### config.mk
export PLATFORM = sky130hd
export DESIGN_NAME = bfifo_device_flat
export DESIGN_NICKNAME = d
export VERILOG_FILES = /design/src/logic/bfifo_pkg.sv /design/src/logic/bfifo_if.sv /design/src/logic/bfifo_device.sv /design/src/flat_wrapper.sv
export SDC_FILE = /design/constraint.sdc
export NUM_CORES = 1
export LEC_CHECK = 0
export ABC_AREA = 0
export BUFFER_PORTS_ARGS = -buffer_cell sky130_fd_sc_hd__buf_4
export CAP_MARGIN = 10
export CORE_MARGIN = 2
export CORE_UTILIZATION = 45
export CTS_BUF_LIST = sky130_fd_sc_hd__clkbuf_8
export CTS_CLUSTER_DIAMETER = 120
export CTS_CLUSTER_SIZE = 20
export DETAILED_ROUTE_END_ITERATION = 8
export HOLD_SLACK_MARGIN = 0.03
export PLACE_DENSITY = 0.66
export SYNTH_ARGS = -nofsm -noshare
export SYNTH_HDL_FRONTEND = slang
export SYNTH_SLANG_ARGS = --single-unit
### constraint.sdc
create_clock -name mclk -period 5.4 [get_ports mclk]
set_input_delay 0.81 -clock mclk [delete_from_list [all_inputs] [get_ports mclk]]
set_output_delay 0.81 -clock mclk [all_outputs]
set_load 0.02 [all_outputs]
### src/logic/bfifo_pkg.sv
package bfifo_pkg;
	localparam int DATA_W = 36;
	localparam int WORD_W = 18;
	localparam int BYTE_W = 9;
	localparam int DEPTH_DEFAULT = 2048;
	localparam int CNT_W = 14;
	localparam logic [CNT_W-1:0] PRESET_OFFSET = 14'h0008;
	localparam int SYNC_STAGES = 2;
	typedef enum logic [1:0] {BFIFO_LONG, BFIFO_WORD, BFIFO_BYTE} bfifo_size_t;
endpackage

### src/logic/bfifo_if.sv
interface bfifo_if;
	logic porta_chip_select_n;
	logic porta_write_read_sel;
	logic porta_enable;
	logic porta_mailbox_select;
	logic [35:0] porta_data_to_dev;
	logic [35:0] porta_data_from_dev;
	logic porta_data_oe;
	logic porta_almost_empty_n;
	logic porta_almost_full_n;
	logic b_to_a_mail_full_n;
	logic portb_chip_select_n;
	logic portb_write_read_sel;
	logic portb_enable;
	logic portb_mailbox_select;
	logic [35:0] portb_data_to_dev;
	logic [35:0] portb_data_from_dev;
	logic portb_data_oe;
	logic portb_almost_empty_n;
	logic portb_almost_full_n;
	logic a_to_b_mail_full_n;
	logic portb_full_input_ready;
	logic portb_empty_output_ready;
	logic bus_match_select;
	logic size_select;
	logic big_endian_select;
	logic fifo1_master_reset_n;
	logic fifo2_master_reset_n;
	modport device (
		input porta_chip_select_n, porta_write_read_sel, porta_enable, porta_mailbox_select, porta_data_to_dev,
		input portb_chip_select_n, portb_write_read_sel, portb_enable, portb_mailbox_select, portb_data_to_dev,
		input bus_match_select, size_select, big_endian_select, fifo1_master_reset_n, fifo2_master_reset_n,
		output porta_data_from_dev, porta_data_oe, porta_almost_empty_n, porta_almost_full_n, b_to_a_mail_full_n,
		output portb_data_from_dev, portb_data_oe, portb_almost_empty_n, portb_almost_full_n, a_to_b_mail_full_n,
		output portb_full_input_ready, portb_empty_output_ready
	);
	modport host (
		output porta_chip_select_n, porta_write_read_sel, porta_enable, porta_mailbox_select, porta_data_to_dev,
		output portb_chip_select_n, portb_write_read_sel, portb_enable, portb_mailbox_select, portb_data_to_dev,
		output bus_match_select, size_select, big_endian_select, fifo1_master_reset_n, fifo2_master_reset_n,
		input porta_data_from_dev, porta_data_oe, porta_almost_empty_n, porta_almost_full_n, b_to_a_mail_full_n,
		input portb_data_from_dev, portb_data_oe, portb_almost_empty_n, portb_almost_full_n, a_to_b_mail_full_n,
		input portb_full_input_ready, portb_empty_output_ready
	);
endinterface

### src/logic/bfifo_device.sv
// How it works
// - Almost-empty flags update on reading clock.
// - Almost-empty low at offset or fewer words.
// - Almost-empty rises on second reading edge.
// - Early edge may defer first sync cycle.
// - Almost-full flags update on writing clock.
// - Almost-full low at depth minus offset.
// - Almost-full rises on second writing edge.
// - Offsets preset at reset, or programmed.
// - Two mailboxes, chosen by mailbox select.
// - Port A mailbox write stores A data.
// - A-to-B mailbox keeps only sized lanes.
// - Port B mailbox write stores sized lanes.
// - Mail write drops full flag; blocks rewrites.
// - Outputs from mailbox, or zero, by select.
// - Port B mailbox read releases A-to-B flag.
// - Port A mailbox read releases B-to-A flag.
// - Reads keep mail; no endian reorder.
// - Bus width applied at master reset end.
// - Endian select caught at reset release.
// - FIFO memories hold 36-bit words only.
// - FIFO2 write and FIFO1 read qualifiers.
//
// The address map and strobed register access were left to the implementer.
module bfifo_device #(
	parameter int DEPTH = bfifo_pkg::DEPTH_DEFAULT
) (
	input wire logic mclk,
	input wire logic rst_n,
	input wire logic clk_en,
	input wire logic offset_load,
	input wire logic [1:0] offset_index,
	input wire logic [bfifo_pkg::CNT_W-1:0] offset_value,
	input wire logic fifo1_write,
	input wire logic fifo1_read,
	input wire logic fifo2_write,
	input wire logic fifo2_read,
	output logic [bfifo_pkg::CNT_W-1:0] fifo1_level,
	output logic [bfifo_pkg::CNT_W-1:0] fifo2_level,
	output logic big_endian_active,
	bfifo_if.device port
);
	// ----------------------------------------------------------------
	// Configuration and offsets
	// ----------------------------------------------------------------
	logic [bfifo_pkg::CNT_W-1:0] fifo1_empty_offset_reg, fifo2_empty_offset_reg;
	logic [bfifo_pkg::CNT_W-1:0] fifo1_full_offset_reg, fifo2_full_offset_reg;
	bfifo_pkg::bfifo_size_t size_reg;
	logic mrs_d_reg;
	logic mrs_n;
	logic cfg_done_reg;
	localparam logic [bfifo_pkg::CNT_W-1:0] DEPTH_C = bfifo_pkg::CNT_W'(DEPTH);
	assign mrs_n = port.fifo1_master_reset_n & port.fifo2_master_reset_n;

	always_ff @(posedge mclk or negedge rst_n)
	begin
		if (!rst_n)
		begin
			mrs_d_reg <= 1'b0;
			size_reg <= bfifo_pkg::BFIFO_LONG;
			big_endian_active <= 1'b0;
			cfg_done_reg <= 1'b0;
		end
		else if (clk_en)
		begin
			mrs_d_reg <= mrs_n;
			cfg_done_reg <= mrs_n;
			if (mrs_n && !mrs_d_reg)
			begin
				big_endian_active <= port.big_endian_select;
				if (!port.bus_match_select)
					size_reg <= bfifo_pkg::BFIFO_LONG;
				else if (!port.size_select)
					size_reg <= bfifo_pkg::BFIFO_WORD;
				else
					size_reg <= bfifo_pkg::BFIFO_BYTE;
			end
		end
	end

	always_ff @(posedge mclk or negedge rst_n)
	begin
		if (!rst_n)
		begin
			fifo1_empty_offset_reg <= bfifo_pkg::PRESET_OFFSET;
			fifo1_full_offset_reg <= bfifo_pkg::PRESET_OFFSET;
			fifo2_empty_offset_reg <= bfifo_pkg::PRESET_OFFSET;
			fifo2_full_offset_reg <= bfifo_pkg::PRESET_OFFSET;
		end
		else if (clk_en)
		begin
			if (!mrs_n)
			begin
				fifo1_empty_offset_reg <= bfifo_pkg::PRESET_OFFSET;
				fifo1_full_offset_reg <= bfifo_pkg::PRESET_OFFSET;
				fifo2_empty_offset_reg <= bfifo_pkg::PRESET_OFFSET;
				fifo2_full_offset_reg <= bfifo_pkg::PRESET_OFFSET;
			end
			else if (offset_load)
			begin
				if (offset_index == 2'h0)
					fifo1_full_offset_reg <= offset_value;
				else if (offset_index == 2'h1)
					fifo1_empty_offset_reg <= offset_value;
				else if (offset_index == 2'h2)
					fifo2_full_offset_reg <= offset_value;
				else
					fifo2_empty_offset_reg <= offset_value;
			end
		end
	end

	// ----------------------------------------------------------------
	// Fill levels of the two 36-bit memories
	// ----------------------------------------------------------------
	// Only whole long words are counted; lane packing lives outside.
	always_ff @(posedge mclk or negedge rst_n)
	begin
		if (!rst_n)
		begin
			fifo1_level <= '0;
			fifo2_level <= '0;
		end
		else if (clk_en)
		begin
			if (!mrs_n)
			begin
				fifo1_level <= '0;
				fifo2_level <= '0;
			end
			else
			begin
				if (fifo1_write && !fifo1_read && fifo1_level != DEPTH_C)
					fifo1_level <= fifo1_level + 1'b1;
				else if (fifo1_read && !fifo1_write && fifo1_level != '0)
					fifo1_level <= fifo1_level - 1'b1;
				if (fifo2_write && !fifo2_read && fifo2_level != DEPTH_C)
					fifo2_level <= fifo2_level + 1'b1;
				else if (fifo2_read && !fifo2_write && fifo2_level != '0)
					fifo2_level <= fifo2_level - 1'b1;
			end
		end
	end

	// ----------------------------------------------------------------
	// Partial flags through two flip-flop stages
	// ----------------------------------------------------------------
	// Both ports share mclk here; the two stages still give the required
	// second-edge latency, which a true crossing would also need.
	logic [3:0] flag_raw;
	logic [3:0] flag_s1_reg;
	assign flag_raw[0] = fifo1_level > fifo1_empty_offset_reg;
	assign flag_raw[1] = fifo2_level > fifo2_empty_offset_reg;
	assign flag_raw[2] = fifo1_level < DEPTH_C - fifo1_full_offset_reg;
	assign flag_raw[3] = fifo2_level < DEPTH_C - fifo2_full_offset_reg;

	always_ff @(posedge mclk or negedge rst_n)
	begin
		if (!rst_n)
		begin
			// Full stages start high so no false almost-full pulse follows reset.
			flag_s1_reg <= 4'hc;
			port.portb_almost_empty_n <= 1'b0;
			port.porta_almost_empty_n <= 1'b0;
			port.porta_almost_full_n <= 1'b1;
			port.portb_almost_full_n <= 1'b1;
		end
		else if (clk_en)
		begin
			flag_s1_reg <= flag_raw;
			port.portb_almost_empty_n <= flag_s1_reg[0];
			port.porta_almost_empty_n <= flag_s1_reg[1];
			port.porta_almost_full_n <= flag_s1_reg[2];
			port.portb_almost_full_n <= flag_s1_reg[3];
		end
	end

	always_ff @(posedge mclk or negedge rst_n)
	begin
		if (!rst_n)
		begin
			port.portb_full_input_ready <= 1'b0;
			port.portb_empty_output_ready <= 1'b0;
		end
		else if (clk_en)
		begin
			port.portb_full_input_ready <= cfg_done_reg && mrs_n && fifo2_level != DEPTH_C;
			port.portb_empty_output_ready <= mrs_n && fifo1_level != '0;
		end
	end

	// ----------------------------------------------------------------
	// Mailboxes
	// ----------------------------------------------------------------
	logic [35:0] a_to_b_mailbox_reg, b_to_a_mailbox_reg;
	logic [35:0] lane_mask;
	logic a_wr, a_rd, b_wr, b_rd;
	assign lane_mask = (size_reg == bfifo_pkg::BFIFO_LONG) ? 36'hfffffffff :
		(size_reg == bfifo_pkg::BFIFO_WORD) ? 36'h00003ffff : 36'h0000001ff;
	assign a_wr = !port.porta_chip_select_n && port.porta_write_read_sel && port.porta_enable;
	assign a_rd = !port.porta_chip_select_n && !port.porta_write_read_sel && port.porta_enable;
	assign b_wr = !port.portb_chip_select_n && !port.portb_write_read_sel && port.portb_enable;
	assign b_rd = !port.portb_chip_select_n && port.portb_write_read_sel && port.portb_enable;

	always_ff @(posedge mclk or negedge rst_n)
	begin
		if (!rst_n)
		begin
			a_to_b_mailbox_reg <= 36'h000000000;
			port.a_to_b_mail_full_n <= 1'b1;
		end
		else if (clk_en)
		begin
			// Mail stays put across reads.
			if (a_wr && port.porta_mailbox_select && port.a_to_b_mail_full_n)
			begin
				a_to_b_mailbox_reg <= port.porta_data_to_dev & lane_mask;
				port.a_to_b_mail_full_n <= 1'b0;
			end
			else if (b_rd && port.portb_mailbox_select)
				port.a_to_b_mail_full_n <= 1'b1;
		end
	end

	always_ff @(posedge mclk or negedge rst_n)
	begin
		if (!rst_n)
		begin
			b_to_a_mailbox_reg <= 36'h000000000;
			port.b_to_a_mail_full_n <= 1'b1;
		end
		else if (clk_en)
		begin
			if (b_wr && port.portb_mailbox_select && port.b_to_a_mail_full_n)
			begin
				b_to_a_mailbox_reg <= port.portb_data_to_dev & lane_mask;
				port.b_to_a_mail_full_n <= 1'b0;
			end
			else if (a_rd && port.porta_mailbox_select)
				port.b_to_a_mail_full_n <= 1'b1;
		end
	end

	// ----------------------------------------------------------------
	// Output drive
	// ----------------------------------------------------------------
	// The FIFO datapath is elsewhere, so its output register reads zero.
	always_ff @(posedge mclk or negedge rst_n)
	begin
		if (!rst_n)
		begin
			port.porta_data_from_dev <= 36'h000000000;
			port.portb_data_from_dev <= 36'h000000000;
			port.porta_data_oe <= 1'b0;
			port.portb_data_oe <= 1'b0;
		end
		else if (clk_en)
		begin
			port.porta_data_oe <= !port.porta_chip_select_n && !port.porta_write_read_sel;
			port.portb_data_oe <= !port.portb_chip_select_n && port.portb_write_read_sel;
			port.porta_data_from_dev <= port.porta_mailbox_select ? b_to_a_mailbox_reg : 36'h000000000;
			port.portb_data_from_dev <= port.portb_mailbox_select ? a_to_b_mailbox_reg : 36'h000000000;
		end
	end
endmodule // bfifo_device

### src/flat_wrapper.sv
// flat-port wrapper written by rule: the top's interface ports become plain ports
module bfifo_device_flat 
#(
	parameter int DEPTH = bfifo_pkg::DEPTH_DEFAULT
)
  (mclk, rst_n, clk_en, offset_load, offset_index, offset_value, fifo1_write, fifo1_read, fifo2_write, fifo2_read, fifo1_level, fifo2_level, big_endian_active, port_porta_chip_select_n, port_porta_write_read_sel, port_porta_enable, port_porta_mailbox_select, port_porta_data_to_dev, port_portb_chip_select_n, port_portb_write_read_sel, port_portb_enable, port_portb_mailbox_select, port_portb_data_to_dev, port_bus_match_select, port_size_select, port_big_endian_select, port_fifo1_master_reset_n, port_fifo2_master_reset_n, port_porta_data_from_dev, port_porta_data_oe, port_porta_almost_empty_n, port_porta_almost_full_n, port_b_to_a_mail_full_n, port_portb_data_from_dev, port_portb_data_oe, port_portb_almost_empty_n, port_portb_almost_full_n, port_a_to_b_mail_full_n, port_portb_full_input_ready, port_portb_empty_output_ready);
  bfifo_if port_i ();
  input wire logic mclk;
  input wire logic rst_n;
  input wire logic clk_en;
  input wire logic offset_load;
  input wire logic [1:0] offset_index;
  input wire logic [bfifo_pkg::CNT_W-1:0] offset_value;
  input wire logic fifo1_write;
  input wire logic fifo1_read;
  input wire logic fifo2_write;
  input wire logic fifo2_read;
  output logic [bfifo_pkg::CNT_W-1:0] fifo1_level;
  output logic [bfifo_pkg::CNT_W-1:0] fifo2_level;
  output logic big_endian_active;
  input wire logic [$bits(port_i.porta_chip_select_n)-1:0] port_porta_chip_select_n;
  input wire logic [$bits(port_i.porta_write_read_sel)-1:0] port_porta_write_read_sel;
  input wire logic [$bits(port_i.porta_enable)-1:0] port_porta_enable;
  input wire logic [$bits(port_i.porta_mailbox_select)-1:0] port_porta_mailbox_select;
  input wire logic [$bits(port_i.porta_data_to_dev)-1:0] port_porta_data_to_dev;
  input wire logic [$bits(port_i.portb_chip_select_n)-1:0] port_portb_chip_select_n;
  input wire logic [$bits(port_i.portb_write_read_sel)-1:0] port_portb_write_read_sel;
  input wire logic [$bits(port_i.portb_enable)-1:0] port_portb_enable;
  input wire logic [$bits(port_i.portb_mailbox_select)-1:0] port_portb_mailbox_select;
  input wire logic [$bits(port_i.portb_data_to_dev)-1:0] port_portb_data_to_dev;
  input wire logic [$bits(port_i.bus_match_select)-1:0] port_bus_match_select;
  input wire logic [$bits(port_i.size_select)-1:0] port_size_select;
  input wire logic [$bits(port_i.big_endian_select)-1:0] port_big_endian_select;
  input wire logic [$bits(port_i.fifo1_master_reset_n)-1:0] port_fifo1_master_reset_n;
  input wire logic [$bits(port_i.fifo2_master_reset_n)-1:0] port_fifo2_master_reset_n;
  output wire logic [$bits(port_i.porta_data_from_dev)-1:0] port_porta_data_from_dev;
  output wire logic [$bits(port_i.porta_data_oe)-1:0] port_porta_data_oe;
  output wire logic [$bits(port_i.porta_almost_empty_n)-1:0] port_porta_almost_empty_n;
  output wire logic [$bits(port_i.porta_almost_full_n)-1:0] port_porta_almost_full_n;
  output wire logic [$bits(port_i.b_to_a_mail_full_n)-1:0] port_b_to_a_mail_full_n;
  output wire logic [$bits(port_i.portb_data_from_dev)-1:0] port_portb_data_from_dev;
  output wire logic [$bits(port_i.portb_data_oe)-1:0] port_portb_data_oe;
  output wire logic [$bits(port_i.portb_almost_empty_n)-1:0] port_portb_almost_empty_n;
  output wire logic [$bits(port_i.portb_almost_full_n)-1:0] port_portb_almost_full_n;
  output wire logic [$bits(port_i.a_to_b_mail_full_n)-1:0] port_a_to_b_mail_full_n;
  output wire logic [$bits(port_i.portb_full_input_ready)-1:0] port_portb_full_input_ready;
  output wire logic [$bits(port_i.portb_empty_output_ready)-1:0] port_portb_empty_output_ready;
  assign port_i.porta_chip_select_n = port_porta_chip_select_n;
  assign port_i.porta_write_read_sel = port_porta_write_read_sel;
  assign port_i.porta_enable = port_porta_enable;
  assign port_i.porta_mailbox_select = port_porta_mailbox_select;
  assign port_i.porta_data_to_dev = port_porta_data_to_dev;
  assign port_i.portb_chip_select_n = port_portb_chip_select_n;
  assign port_i.portb_write_read_sel = port_portb_write_read_sel;
  assign port_i.portb_enable = port_portb_enable;
  assign port_i.portb_mailbox_select = port_portb_mailbox_select;
  assign port_i.portb_data_to_dev = port_portb_data_to_dev;
  assign port_i.bus_match_select = port_bus_match_select;
  assign port_i.size_select = port_size_select;
  assign port_i.big_endian_select = port_big_endian_select;
  assign port_i.fifo1_master_reset_n = port_fifo1_master_reset_n;
  assign port_i.fifo2_master_reset_n = port_fifo2_master_reset_n;
  assign port_porta_data_from_dev = port_i.porta_data_from_dev;
  assign port_porta_data_oe = port_i.porta_data_oe;
  assign port_porta_almost_empty_n = port_i.porta_almost_empty_n;
  assign port_porta_almost_full_n = port_i.porta_almost_full_n;
  assign port_b_to_a_mail_full_n = port_i.b_to_a_mail_full_n;
  assign port_portb_data_from_dev = port_i.portb_data_from_dev;
  assign port_portb_data_oe = port_i.portb_data_oe;
  assign port_portb_almost_empty_n = port_i.portb_almost_empty_n;
  assign port_portb_almost_full_n = port_i.portb_almost_full_n;
  assign port_a_to_b_mail_full_n = port_i.a_to_b_mail_full_n;
  assign port_portb_full_input_ready = port_i.portb_full_input_ready;
  assign port_portb_empty_output_ready = port_i.portb_empty_output_ready;
  bfifo_device #(.DEPTH(DEPTH)) u_core (.mclk(mclk), .rst_n(rst_n), .clk_en(clk_en), .offset_load(offset_load), .offset_index(offset_index), .offset_value(offset_value), .fifo1_write(fifo1_write), .fifo1_read(fifo1_read), .fifo2_write(fifo2_write), .fifo2_read(fifo2_read), .fifo1_level(fifo1_level), .fifo2_level(fifo2_level), .big_endian_active(big_endian_active), .port(port_i));
endmodule
# == Word level (Yosys, flattened, before mapping) ==
# Cells that the tools add are included.
# op_classes
n_shift,0
n_reduce_logical,52
n_div,0
mux,33
mul,0
bitwise,3
addsub,6
eq_ne,14
magnitude_cmp,4
# op_table
operator,count
14-bit two-way mux,23
36-bit two-way mux,3
36-bit bitwise AND,2
"14-bit by 1-bit adder with 14-bit output, second input constant",2
14-bit > comparator,2
14-bit < comparator,2
"14-bit by 12-bit != test with 1-bit output, second input constant",2
14-bit nonzero test,2
"12-bit by 14-bit subtractor with 14-bit output, first input constant",2
"14-bit by 1-bit subtractor with 14-bit output, second input constant",2
1-bit logical AND,26
18-bit two-way mux,1
"2-bit != test, second input constant",7
2-bit AND reduction,7
5-bit AND reduction,2
1-bit logical NOT,9
"3-bit != test, second input constant",2
"2-bit by 1-bit == test with 1-bit output, second input constant",2
2-bit logical NOT,2
1-bit two-way mux,4
2-bit two-way mux,2
4-bit AND reduction,1
2-bit nonzero test,2
3-bit AND reduction,1
other kinds (2),2
# word_totals
out_inout_bits,111
mem_count,0
in_bits,109
mem_bits_ro,0
mem_bits_rw,0
latch_bits,0
regBits,246
elab_cells,136

# == Depth between registers and ports, before layout ==
# Gate-level depths: netlist of run 1.
# depth
depth_word,7
ltp_mapped,11
ltp_nobuf,11

# == Least setup slack after synthesis of run 1 ==
# Ideal clock, no wire load.
# synth_timing
path_type,flip-flop to flip-flop
startpoint,register u_core.fifo2_level[2] (netlist bit)
endpoint,register u_core.fifo2_level[13] (netlist bit)
path_stages_with_launch,12
n_path_buf,0
path_slack_ps,2039
arrival_ps,3279
setup_time_ps,82
synth_period_minus_slack_ps,3361
t_required_ps,5318
cell_sequence,dfrtp_1 > or4_1 > nor4_2 > nand3b_2 > ha_1 > and3_1 > a221oi_2 > a211oi_1 > o21ai_0 > nand3_1 > and2_1 > o22ai_1
# synth_via
elab_chain_cells,4
# synth_lines
element,line,rtl
"start, declared",bfifo_device.sv:39,"output logic [bfifo_pkg::CNT_W-1:0] fifo2_level,"
"start signal, assigned",bfifo_device.sv:138,fifo2_level <= fifo2_level + 1'b1;
"start signal, assigned",bfifo_device.sv:140,fifo2_level <= fifo2_level - 1'b1;
"14-bit by 1-bit subtractor with 14-bit output, or another cell as far along",bfifo_device.sv:140,
"14-bit two-way mux, or another cell as far along",bfifo_device.sv:139,else if (fifo2_read && !fifo2_write && fifo2_level != '0)
14-bit two-way mux / 3-bit != test (equally long branches),--,
14-bit two-way mux / 2-bit AND reduction (equally long branches),--,
# Several ways; a longest one is shown, not always the timed one. The select of a mux whose other input is x is not followed.
# A chain may end at the register's enable or synchronous reset.

# == Worst setup path in the final report of run 1 ==
# layout_timing
startpoint,register u_core.fifo2_level[3] (netlist bit)
endpoint,register u_core.fifo2_level[13] (netlist bit)
# Same word-level chain as after synthesis.

==> impl_metrics.env, run 1 <==
export IMPL_layout_nets=1736
export IMPL_min_path_type="in2async"
export IMPL_place_area_mm2=0.01434
export IMPL_drive_gt1_share_pct=17.82
export IMPL_end_kind="flip-flop"
export IMPL_mostFrequentLayoutCells="nand2_1, dfrtp_1, buf_4, o21ai_0, inv_1"
export IMPL_startpoint_type="flip-flop"
export IMPL_netlist_area_mm2=0.01241
export IMPL_insertion_delay_ns=0.52
export IMPL_syn_avg_cell_area_um2=9.166
export IMPL_cp_top_family="simple AND/OR/NAND/NOR gates"
export IMPL_antenna_cells=0
export IMPL_fillCellCount=2532
export IMPL_avgRoutedWirePerCell_um=16.66
export IMPL_fin_crit_sh_pct=70.23
export IMPL_postLayoutCellArea_mm2=0.01462
export IMPL_syn2layout_area_growth_pct=17.83
export IMPL_grtUsageTotal_pct=21.63
export IMPL_ir_drop_mv=0.1707
export IMPL_place_hpwl_um=22130
export IMPL_clkTransAtPathRegs_ns=0.12
export IMPL_cp_required_ns=5.84
export IMPL_maxCapViolations=0
export IMPL_cts_sinks=246
export IMPL_slowest_delay_ns=0.61
export IMPL_drtIter0Drc=740
export IMPL_min_period_ns=3.793
export IMPL_tns_ns=0
export IMPL_drc=0
export IMPL_crit_path_top_delay_cell="or4_1"
export IMPL_status="complete, no violations"
export IMPL_p_leak_nw=7.404
export IMPL_postCtsSetupBuffers=0
export IMPL_rrSetupSlack_ns=1.61
export IMPL_maxSlewHeadroom_pct=40.45
export IMPL_place_congestion=0.8185
export IMPL_r2r_start="u_core.fifo2_level[3]"
export IMPL_final_setup_skew_ns=0.01761
export IMPL_final_common_cell="nand2_1"
export IMPL_synth_ff_type="dfrtp_1"
export IMPL_crit_fanout=18
export IMPL_synth_edf_count=0
export IMPL_die_area_mm2=0.02892
export IMPL_cts_max_path_buffers=3
export IMPL_pin_count=220
export IMPL_yosysSeqAreaShare_pct=49.70
export IMPL_ys_types=62
export IMPL_powerDensity_mw_per_mm2=329.2
export IMPL_rows=60
export IMPL_antenna_found_initial=1
export IMPL_cts_tree="done"
export IMPL_syn_inst=1354
export IMPL_grt_setup_unrepaired="no"
export IMPL_finalMaxSlewViolations=0
export IMPL_antenna_left=0
export IMPL_vias=10040
export IMPL_htree_num_levels=1
export IMPL_critPathKind="reg2reg"
export IMPL_grt_pass1_wl_um=50960
export IMPL_ys_seq_elements=246
export IMPL_worstPathCellList="or4_1 -> nor4_2 -> nand3b_2 -> ha_1 -> and3_1 -> a221oi_2 -> a211oi_1 -> o21ai_0 -> nand3_1 -> and2_1 -> o22ai_1"
export IMPL_grt_max_degree=135
export IMPL_die_y_um=170.1
export IMPL_hold_viol=0
export IMPL_die_x_um=170.1
export IMPL_start_util_pct=45.92
export IMPL_cp_arrival_ns=4.23
export IMPL_drt_wl_total_um=31480
export IMPL_cts_hold_buf=0
export IMPL_synthesis_nets=1549
export IMPL_grt_pass1_vias=9882
export IMPL_synthArstFlopShare_pct=100.0
export IMPL_tightest_slew_ns=0.8932
export IMPL_worstSetupStartpoint="u_core.fifo2_level[3]"
export IMPL_postCtsResizedCells=0
export IMPL_via_per_inst=5.314
export IMPL_port_buffers=219
export IMPL_grt_overflow=0
export IMPL_first_pass_iters=5
export IMPL_root_buffer="clkbuf_8"
export IMPL_setup_viol=0
export IMPL_ys_warn_count=0
export IMPL_core_mm2=0.02703
export IMPL_cts_buffers=16
export IMPL_crit_buf_inv=0
export IMPL_fmax_mhz=263.7
## report_power, final
group / leakage (nW) / internal, W / total [W] / switching (W)
logic: 3.95 / 0.000659 / 0.00155 / 0.000888
clock network: 0.170 / 0.000301 / 0.000899 / 0.000599
registers: 3.28 / 0.00214 / 0.00237 / 0.000224
## stage by stage
step	std cells	total power, W	worst slack (ns)	util, %	hold slack [ns]
2_1_floorplan	1354	0.003373	2.039	-	0.4384
3_3_place_gp	1864	0.003909	1.807	53.07	0.4501
3_5_place_dp	1864	0.003959	1.696	53.07	0.4560
4_1_cts	1890	0.004865	1.598	54.11	0.3256
5_1_grt	1890	0.005148	1.338	54.11	0.3392
6_report	1890	0.004815	1.607	54.11	0.2950
## synthesized netlist by cell type, types with 3 or more instances
library cell    n  area share, %
a211oi_1        5           0.30
a21o_1         20            1.2
a21oi_1        36            1.5
a22o_1         17            1.2
a31oi_1         4           0.20
and3_1          4           0.20
buf_1          13           0.39
clkbuf_1       45            1.4
dfrtp_1       236             48
dfstp_2        10            2.1
ha_1           84            8.5
inv_1         116            3.5
inv_2           3          0.091
mux2_2          4           0.36
nand2_1       278            8.4
nand2b_1        6           0.30
nand3_1       114            4.6
nand3b_1       22            1.3
nand4_1        10           0.50
nor2_1         34            1.0
nor2b_1         4           0.20
nor3_1          7           0.28
nor4_1         10           0.50
o211ai_1        4           0.24
o21a_1          6           0.36
o21ai_0       124            5.0
o21ai_1        35            1.4
o22ai_1         3           0.15
o2bb2ai_1       3           0.21
o31ai_1        13           0.79
or4_1           4           0.24
xnor2_1        17            1.2
xor2_1         26            1.8
## layer usage
metal / routed length [um] / global-route usage, % / vias to the layer above
met5: 13 / 0 / -
met3: 1625 / 3.372 / 28
met2: 15050 / 36.97 / 222
met1: 14430 / 29.62 / 4834
li1: - / - / 4958
met4: 371 / 3.530 / 2
## path summary, 6_finish.rpt
kind / cells past startpoint / end
max in group asynchronous: 2 / u_core.fifo2_level[13]
hold reg to reg: 2 / u_core.fifo2_empty_offset_reg[3]
min in group mclk: 2 / u_core.port.portb_data_oe
setup / recovery: 11 / u_core.fifo2_level[13]
hold / removal: 1 / u_core.port.portb_data_from_dev[10]
setup reg to reg: 11 / u_core.fifo2_level[13]
## cells by family (layout without fill, tap and decap cells)
group	after synthesis	in the layout	share of synthesized area (%)
multiplexers	6	6	0.5444
adder cells (fa/ha/maj)	86	86	8.791
XOR/XNOR	43	43	3.035
AND/OR/NAND/NOR	508	508	18.61
flip-flops	246	246	49.70
buffers and inverters	180	375	5.605
AO/OA/AOI/OAI	285	285	13.71
## area by class of cell
cell class	instances	area (um^2)	share of cell area, %
clock buffers	17	234.0	1.600
clock inverters	9	47.55	0.3251
inverters	119	446.7	3.054
multi-input cells	928	5554	37.98
flip-flops and latches	246	6168	42.18
well taps	341	426.7	2.918
repair buffers	230	1747	11.94
(Power assumes the default switching activity.)
==> run 2: changes to the inputs <==
--- a/config.mk
+++ b/config.mk
@@ -15,7 +15,7 @@
 export CTS_CLUSTER_SIZE = 20
 export DETAILED_ROUTE_END_ITERATION = 8
 export HOLD_SLACK_MARGIN = 0.03
-export PLACE_DENSITY = 0.66
+export PLACE_DENSITY = 0.69
 export SYNTH_ARGS = -nofsm -noshare
 export SYNTH_HDL_FRONTEND = slang
 export SYNTH_SLANG_ARGS = --single-unit
==> constraint.sdc (replaced) <==
create_clock -name mclk -period 3.1 [get_ports mclk]
set_input_delay 0.465 -clock mclk [delete_from_list [all_inputs] [get_ports mclk]]
set_output_delay 0.465 -clock mclk [all_outputs]
set_load 0.02 [all_outputs]
==> impl_metrics.env, run 2 (synthesis results as in run 1) <==
export IMPL_status="complete, no violations"
export IMPL_fin_ws_ns=0.03036
export IMPL_critPathKind="reg2reg"
export IMPL_die_y_um=170.1
export IMPL_post_place_ws_ns=-0.1390
export IMPL_grt_pass1_vias=10010
export IMPL_start_util_pct=45.92
export IMPL_die_area_mm2=0.02892
export IMPL_multi_input_area_mm2=0.005739
export IMPL_fmax_mhz=325.8
export IMPL_ir_drop_mv=0.3513
export IMPL_final_setup_skew_ns=0.02470
export IMPL_p_sw_share_pct=35.01
export IMPL_tightest_slew_ns=0.8276
export IMPL_core_mm2=0.02703
export IMPL_via_per_inst=5.309
export IMPL_internal_power_w=0.005681
export IMPL_slowest_delay_ns=0.54
export IMPL_cp_top_family="simple AND/OR/NAND/NOR gates"
export IMPL_cp_required_ns=3.50
export IMPL_crit_fanout=5
export IMPL_place_area_mm2=0.01475
export IMPL_drive_gt1_share_pct=22.06
export IMPL_maxCapViolations=0
export IMPL_root_buffer="clkbuf_8"
export IMPL_rows=60
export IMPL_grt_pass1_wl_um=50690
export IMPL_clkTransAtPathRegs_ns=0.11
export IMPL_port_buffers=219
export IMPL_postLayoutCellArea_mm2=0.01526
export IMPL_maxSlewHeadroom_pct=44.69
export IMPL_cts_sinks=246
export IMPL_grtUsageTotal_pct=21.70
export IMPL_crit_buf_inv=0
export IMPL_place_congestion=0.8305
export IMPL_end_kind="flip-flop"
export IMPL_hold_start="port_portb_chip_select_n"
export IMPL_r2r_start="u_core.fifo2_level[7]"
export IMPL_worstPathCellList="or4_4 -> nor4_4 -> nand3b_4 -> ha_4 -> a21o_1 -> a221oi_4 -> a211oi_2 -> o21ai_2 -> nand3_1 -> a31oi_1 -> o22ai_1"
export IMPL_min_period_ns=3.070
export IMPL_drt_wl_total_um=31610
export IMPL_pin_count=220
export IMPL_grt_setup_unrepaired="yes"
export IMPL_finalMaxSlewViolations=0
export IMPL_avgRoutedWirePerCell_um=16.24
export IMPL_timing_hold_ws_ns=0.1012
export IMPL_place_hpwl_um=22770
export IMPL_p_comb_share_pct=35.0
export IMPL_insertion_delay_ns=0.53
export IMPL_cts_buffers=16
export IMPL_drtIter0Drc=884
export IMPL_die_x_um=170.1
export IMPL_antenna_found_initial=0
export IMPL_startpoint_type="flip-flop"
export IMPL_worstSetupStartpoint="u_core.fifo2_level[7]"
export IMPL_htree_num_levels=1
export IMPL_grt_max_degree=69
export IMPL_antenna_left=0
export IMPL_cts_tree="done"
export IMPL_setup_viol=0
export IMPL_mostFrequentLayoutCells="buf_4, nand2_1, dfrtp_1, inv_1, o21ai_0"
export IMPL_antenna_cells=0
export IMPL_crit_path_top_delay_cell="or4_4"
export IMPL_p_clk_share_pct=18.7
export IMPL_cts_max_path_buffers=3
export IMPL_regArea_mm2=0.006176
export IMPL_first_pass_iters=5
export IMPL_cp_arrival_ns=3.46
export IMPL_syn2layout_area_growth_pct=23.00
export IMPL_pwr_share_seq_pct=46.3
export IMPL_layout_nets=1790
export IMPL_p_leak_nw=7.732
export IMPL_hold_viol=0
export IMPL_powerDensity_mw_per_mm2=572.7
export IMPL_min_path_type="in2reg"
export IMPL_p_sw_w=0.003060
export IMPL_grt_overflow=0
export IMPL_fillCellCount=2457
export IMPL_vias=10330
export IMPL_final_common_cell="buf_4"
export IMPL_drc=0
export IMPL_fin_crit_sh_pct=99.02
run 2: power by group through the flow:
stage	Sequential [W]	Combinational [W]	Clock (W)
6_report	0.00405	0.00306	0.00164
5_1_grt	0.00411	0.00340	0.00181
4_1_cts	0.00404	0.00299	0.00169
3_5_place_dp	0.00411	0.00294	0
3_3_place_gp	0.00408	0.00287	0
2_1_floorplan	0.00437	0.00154	0
run 2: path summary, 6_finish.rpt:
kind,end,slack [ns],cells past startpoint
setup reg to reg,u_core.fifo2_level[13],0.03,11
hold / removal,u_core.port.portb_data_oe,0.10,2
min in group asynchronous,u_core.a_to_b_mailbox_reg[0],0.46,2
max in group asynchronous,u_core.a_to_b_mailbox_reg[32],1.77,3
hold reg to reg,u_core.fifo2_empty_offset_reg[3],0.48,2
setup / recovery,u_core.fifo2_level[13],0.03,11
run 2: layout make-up:
type	count	area share, %
sequential	246	40.46
multi-input combinational	929	37.60
timing repair buffer	283	14.20
inverter	119	2.926
tap	341	2.795
clock buffer	17	1.533
clock inverter	11	0.4918
run 2: per-layer routing:
metal | wire [um] | part of all wire (%) | track usage, %
met2 | 14870 | 47 | 36.23
met3 | 1896 | 6.0 | 3.744
met5 | 0 | 0 | 0
met1 | 14190 | 45 | 29.70
met4 | 657 | 2.1 | 4.868
run 2: through the flow:
step	TNS, ns	instances	util, %	power, W
2_1_floorplan	-0.02009	1354	-	0.005909
3_3_place_gp	-0.02887	1906	54.57	0.006956
3_5_place_dp	-0.4139	1906	54.57	0.007050
6_report	0	1946	56.48	0.008742
4_1_cts	-0.07282	1938	55.95	0.008722
5_1_grt	-0.1815	1946	56.48	0.009326
run 2: what timing repair did:
item                                    CTS  global route
hold buffers                              1             0
setup buffers                             2             8
pin swaps                                 5            17
endpoints found under the setup margin    7            13
gates cloned                              1             0
resized for setup                         5            21
endpoints found under the hold margin    53             0
==> run 3: changes to the inputs <==
--- a/config.mk
+++ b/config.mk
@@ -15,7 +15,7 @@
 export CTS_CLUSTER_SIZE = 20
 export DETAILED_ROUTE_END_ITERATION = 8
 export HOLD_SLACK_MARGIN = 0.03
-export PLACE_DENSITY = 0.69
+export PLACE_DENSITY = 0.66
 export SYNTH_ARGS = -nofsm -noshare
 export SYNTH_HDL_FRONTEND = slang
 export SYNTH_SLANG_ARGS = --single-unit
==> constraint.sdc (replaced) <==
create_clock -name mclk -period 3 [get_ports mclk]
set_input_delay 0.45 -clock mclk [delete_from_list [all_inputs] [get_ports mclk]]
set_output_delay 0.45 -clock mclk [all_outputs]
set_load 0.02 [all_outputs]
==> impl_metrics.env, run 3 (synthesis results as in run 1) <==
export IMPL_p_sw_share_pct=35.27
export IMPL_p_comb_share_pct=36.1
export IMPL_rr_worst_depth=11
export IMPL_critPathKind="reg2reg"
export IMPL_place_congestion=0.8025
export IMPL_status="complete, but fails checks"
export IMPL_fmax_mhz=322.1
export IMPL_hold_start="port_portb_chip_select_n"
export IMPL_violations="negative setup slack"
export IMPL_p_sw_w=0.003207
export IMPL_die_x_um=170.1
export IMPL_final_util_pct=57.25
export IMPL_syn2layout_area_growth_pct=24.66
export IMPL_avgRoutedWirePerCell_um=16.23
export IMPL_hold_viol=0
export IMPL_startpoint_type="flip-flop"
export IMPL_via_per_inst=5.246
export IMPL_ir_drop_mv=0.2912
export IMPL_pin_count=220
export IMPL_maxCapViolations=0
export IMPL_setup_viol=6
export IMPL_min_period_ns=3.104
export IMPL_insertion_delay_ns=0.52
export IMPL_drt_wl_total_um=31800
export IMPL_grt_overflow=0
export IMPL_vias=10280
export IMPL_pwr_share_seq_pct=46.0
export IMPL_timing_hold_ws_ns=0.07458
export IMPL_grt_max_degree=83
export IMPL_antenna_found_initial=0
export IMPL_grt_pass1_vias=9792
export IMPL_grtUsageTotal_pct=21.78
export IMPL_drc=0
export IMPL_cts_tree="done"
export IMPL_root_buffer="clkbuf_8"
export IMPL_fin_crit_sh_pct=103.5
export IMPL_worstSetupStartpoint="u_core.fifo2_level[6]"
export IMPL_final_setup_skew_ns=0.02155
export IMPL_rows=60
export IMPL_antenna_cells=0
export IMPL_clkTransAtPathRegs_ns=0.12
export IMPL_grt_setup_unrepaired="yes"
export IMPL_cts_buffers=16
export IMPL_p_leak_nw=7.804
export IMPL_min_path_type="in2reg"
export IMPL_grt_pass1_wl_um=50720
export IMPL_drive_gt1_share_pct=23.61
export IMPL_mostFrequentLayoutCells="buf_4, nand2_1, dfrtp_1, inv_1, o21ai_0"
export IMPL_final_common_cell="buf_4"
export IMPL_start_util_pct=45.92
export IMPL_finalMaxSlewViolations=0
export IMPL_p_clk_share_pct=18.0
export IMPL_drtIter0Drc=768
export IMPL_hold_path_depth=2
export IMPL_fin_ws_ns=-0.1042
export IMPL_maxSlewHeadroom_pct=45.27
export IMPL_tightest_slew_ns=0.8189
export IMPL_htree_num_levels=1
export IMPL_cts_max_path_buffers=3
export IMPL_cp_required_ns=3.39
export IMPL_r2r_start="u_core.fifo2_level[6]"
export IMPL_die_area_mm2=0.02892
export IMPL_first_pass_iters=5
export IMPL_crit_fanout=5
export IMPL_port_buffers=219
export IMPL_powerDensity_mw_per_mm2=587.7
export IMPL_internal_power_w=0.005886
export IMPL_end_kind="flip-flop"
export IMPL_power_w=0.009093
export IMPL_layout_nets=1803
export IMPL_die_y_um=170.1
export IMPL_place_hpwl_um=22470
export IMPL_core_mm2=0.02703
export IMPL_cts_sinks=246
export IMPL_cp_arrival_ns=3.50
export IMPL_antenna_left=0
==> run 3: path summary, 6_finish.rpt <==
check | slack, ns | to
min in group asynchronous | 0.49 | u_core.port.portb_data_from_dev[6]
worst min-delay path | 0.07 | u_core.port.portb_data_oe
worst max-delay path | -0.10 | u_core.fifo2_level[13]
worst max register to register | -0.10 | u_core.fifo2_level[13]
max in group asynchronous | 1.70 | u_core.port.portb_almost_full_n
worst min register to register | 0.48 | u_core.b_to_a_mailbox_reg[14]
==> run 3: power groups by stage <==
stage / Clock (W) / Sequential, W / Combinational [W]
3_3_place_gp: 0 / 0.00422 / 0.00303
2_1_floorplan: 0 / 0.00452 / 0.00161
3_5_place_dp: 0 / 0.00424 / 0.00310
4_1_cts: 0.00170 / 0.00418 / 0.00316
5_1_grt: 0.00181 / 0.00426 / 0.00366
6_report: 0.00163 / 0.00418 / 0.00328
==> run 3: layout make-up <==
class                           count  area [um^2]
Clock buffer                       17        234.0
Clock inverter                     11        53.80
Fill cell                        2482        11550
Inverter                          119        446.7
Multi-Input combinational cell    929         5832
Sequential cell                   246         6181
Tap cell                          341        426.7
Timing Repair Buffer              296         2297
==> run 3: critical path, cell delays in order, from the launching register on <==
cell      delay [ns]
dfrtp_2         0.42
or4_4           0.53
nor4_4          0.31
nand3b_4        0.27
ha_4            0.23
a21o_1          0.18
a221oi_4        0.33
a211oi_2        0.13
o21ai_2         0.17
nand3_1         0.11
a31oi_1         0.18
o22ai_1         0.10
==> run 3: per-layer routing <==
metal  part of all wire (%)  GRT usage (%)
met4                    1.8          4.831
met5                      0              0
met2                     47          36.27
met1                     46          30.16
met3                    5.5          3.349
==> run 3: metrics by stage <==
stage / setup TNS [ns] / cell area (um^2) / setup slack [ns] / std cells
CTS: -0.5182 / 15270 / -0.1298 / 1952
finish: -0.3995 / 15470 / -0.1042 / 1959
detailed placement: -0.5556 / 14890 / -0.1951 / 1916
global placement: -0.2281 / 14890 / -0.1515 / 1916
floorplan: -0.3041 / 12540 / -0.1198 / 1354
global route: -1.345 / 15470 / -0.2618 / 1959
==> run 3: repair_timing <==
action | in CTS | in global routing
setup buffers | 6 | 8
hold buffers | 1 | 0
gates cloned | 1 | 0
gates resized for setup | 6 | 31
setup endpoints to repair | 7 | 14
endpoints found under the hold margin | 75 | 0
pin swaps | 4 | 19
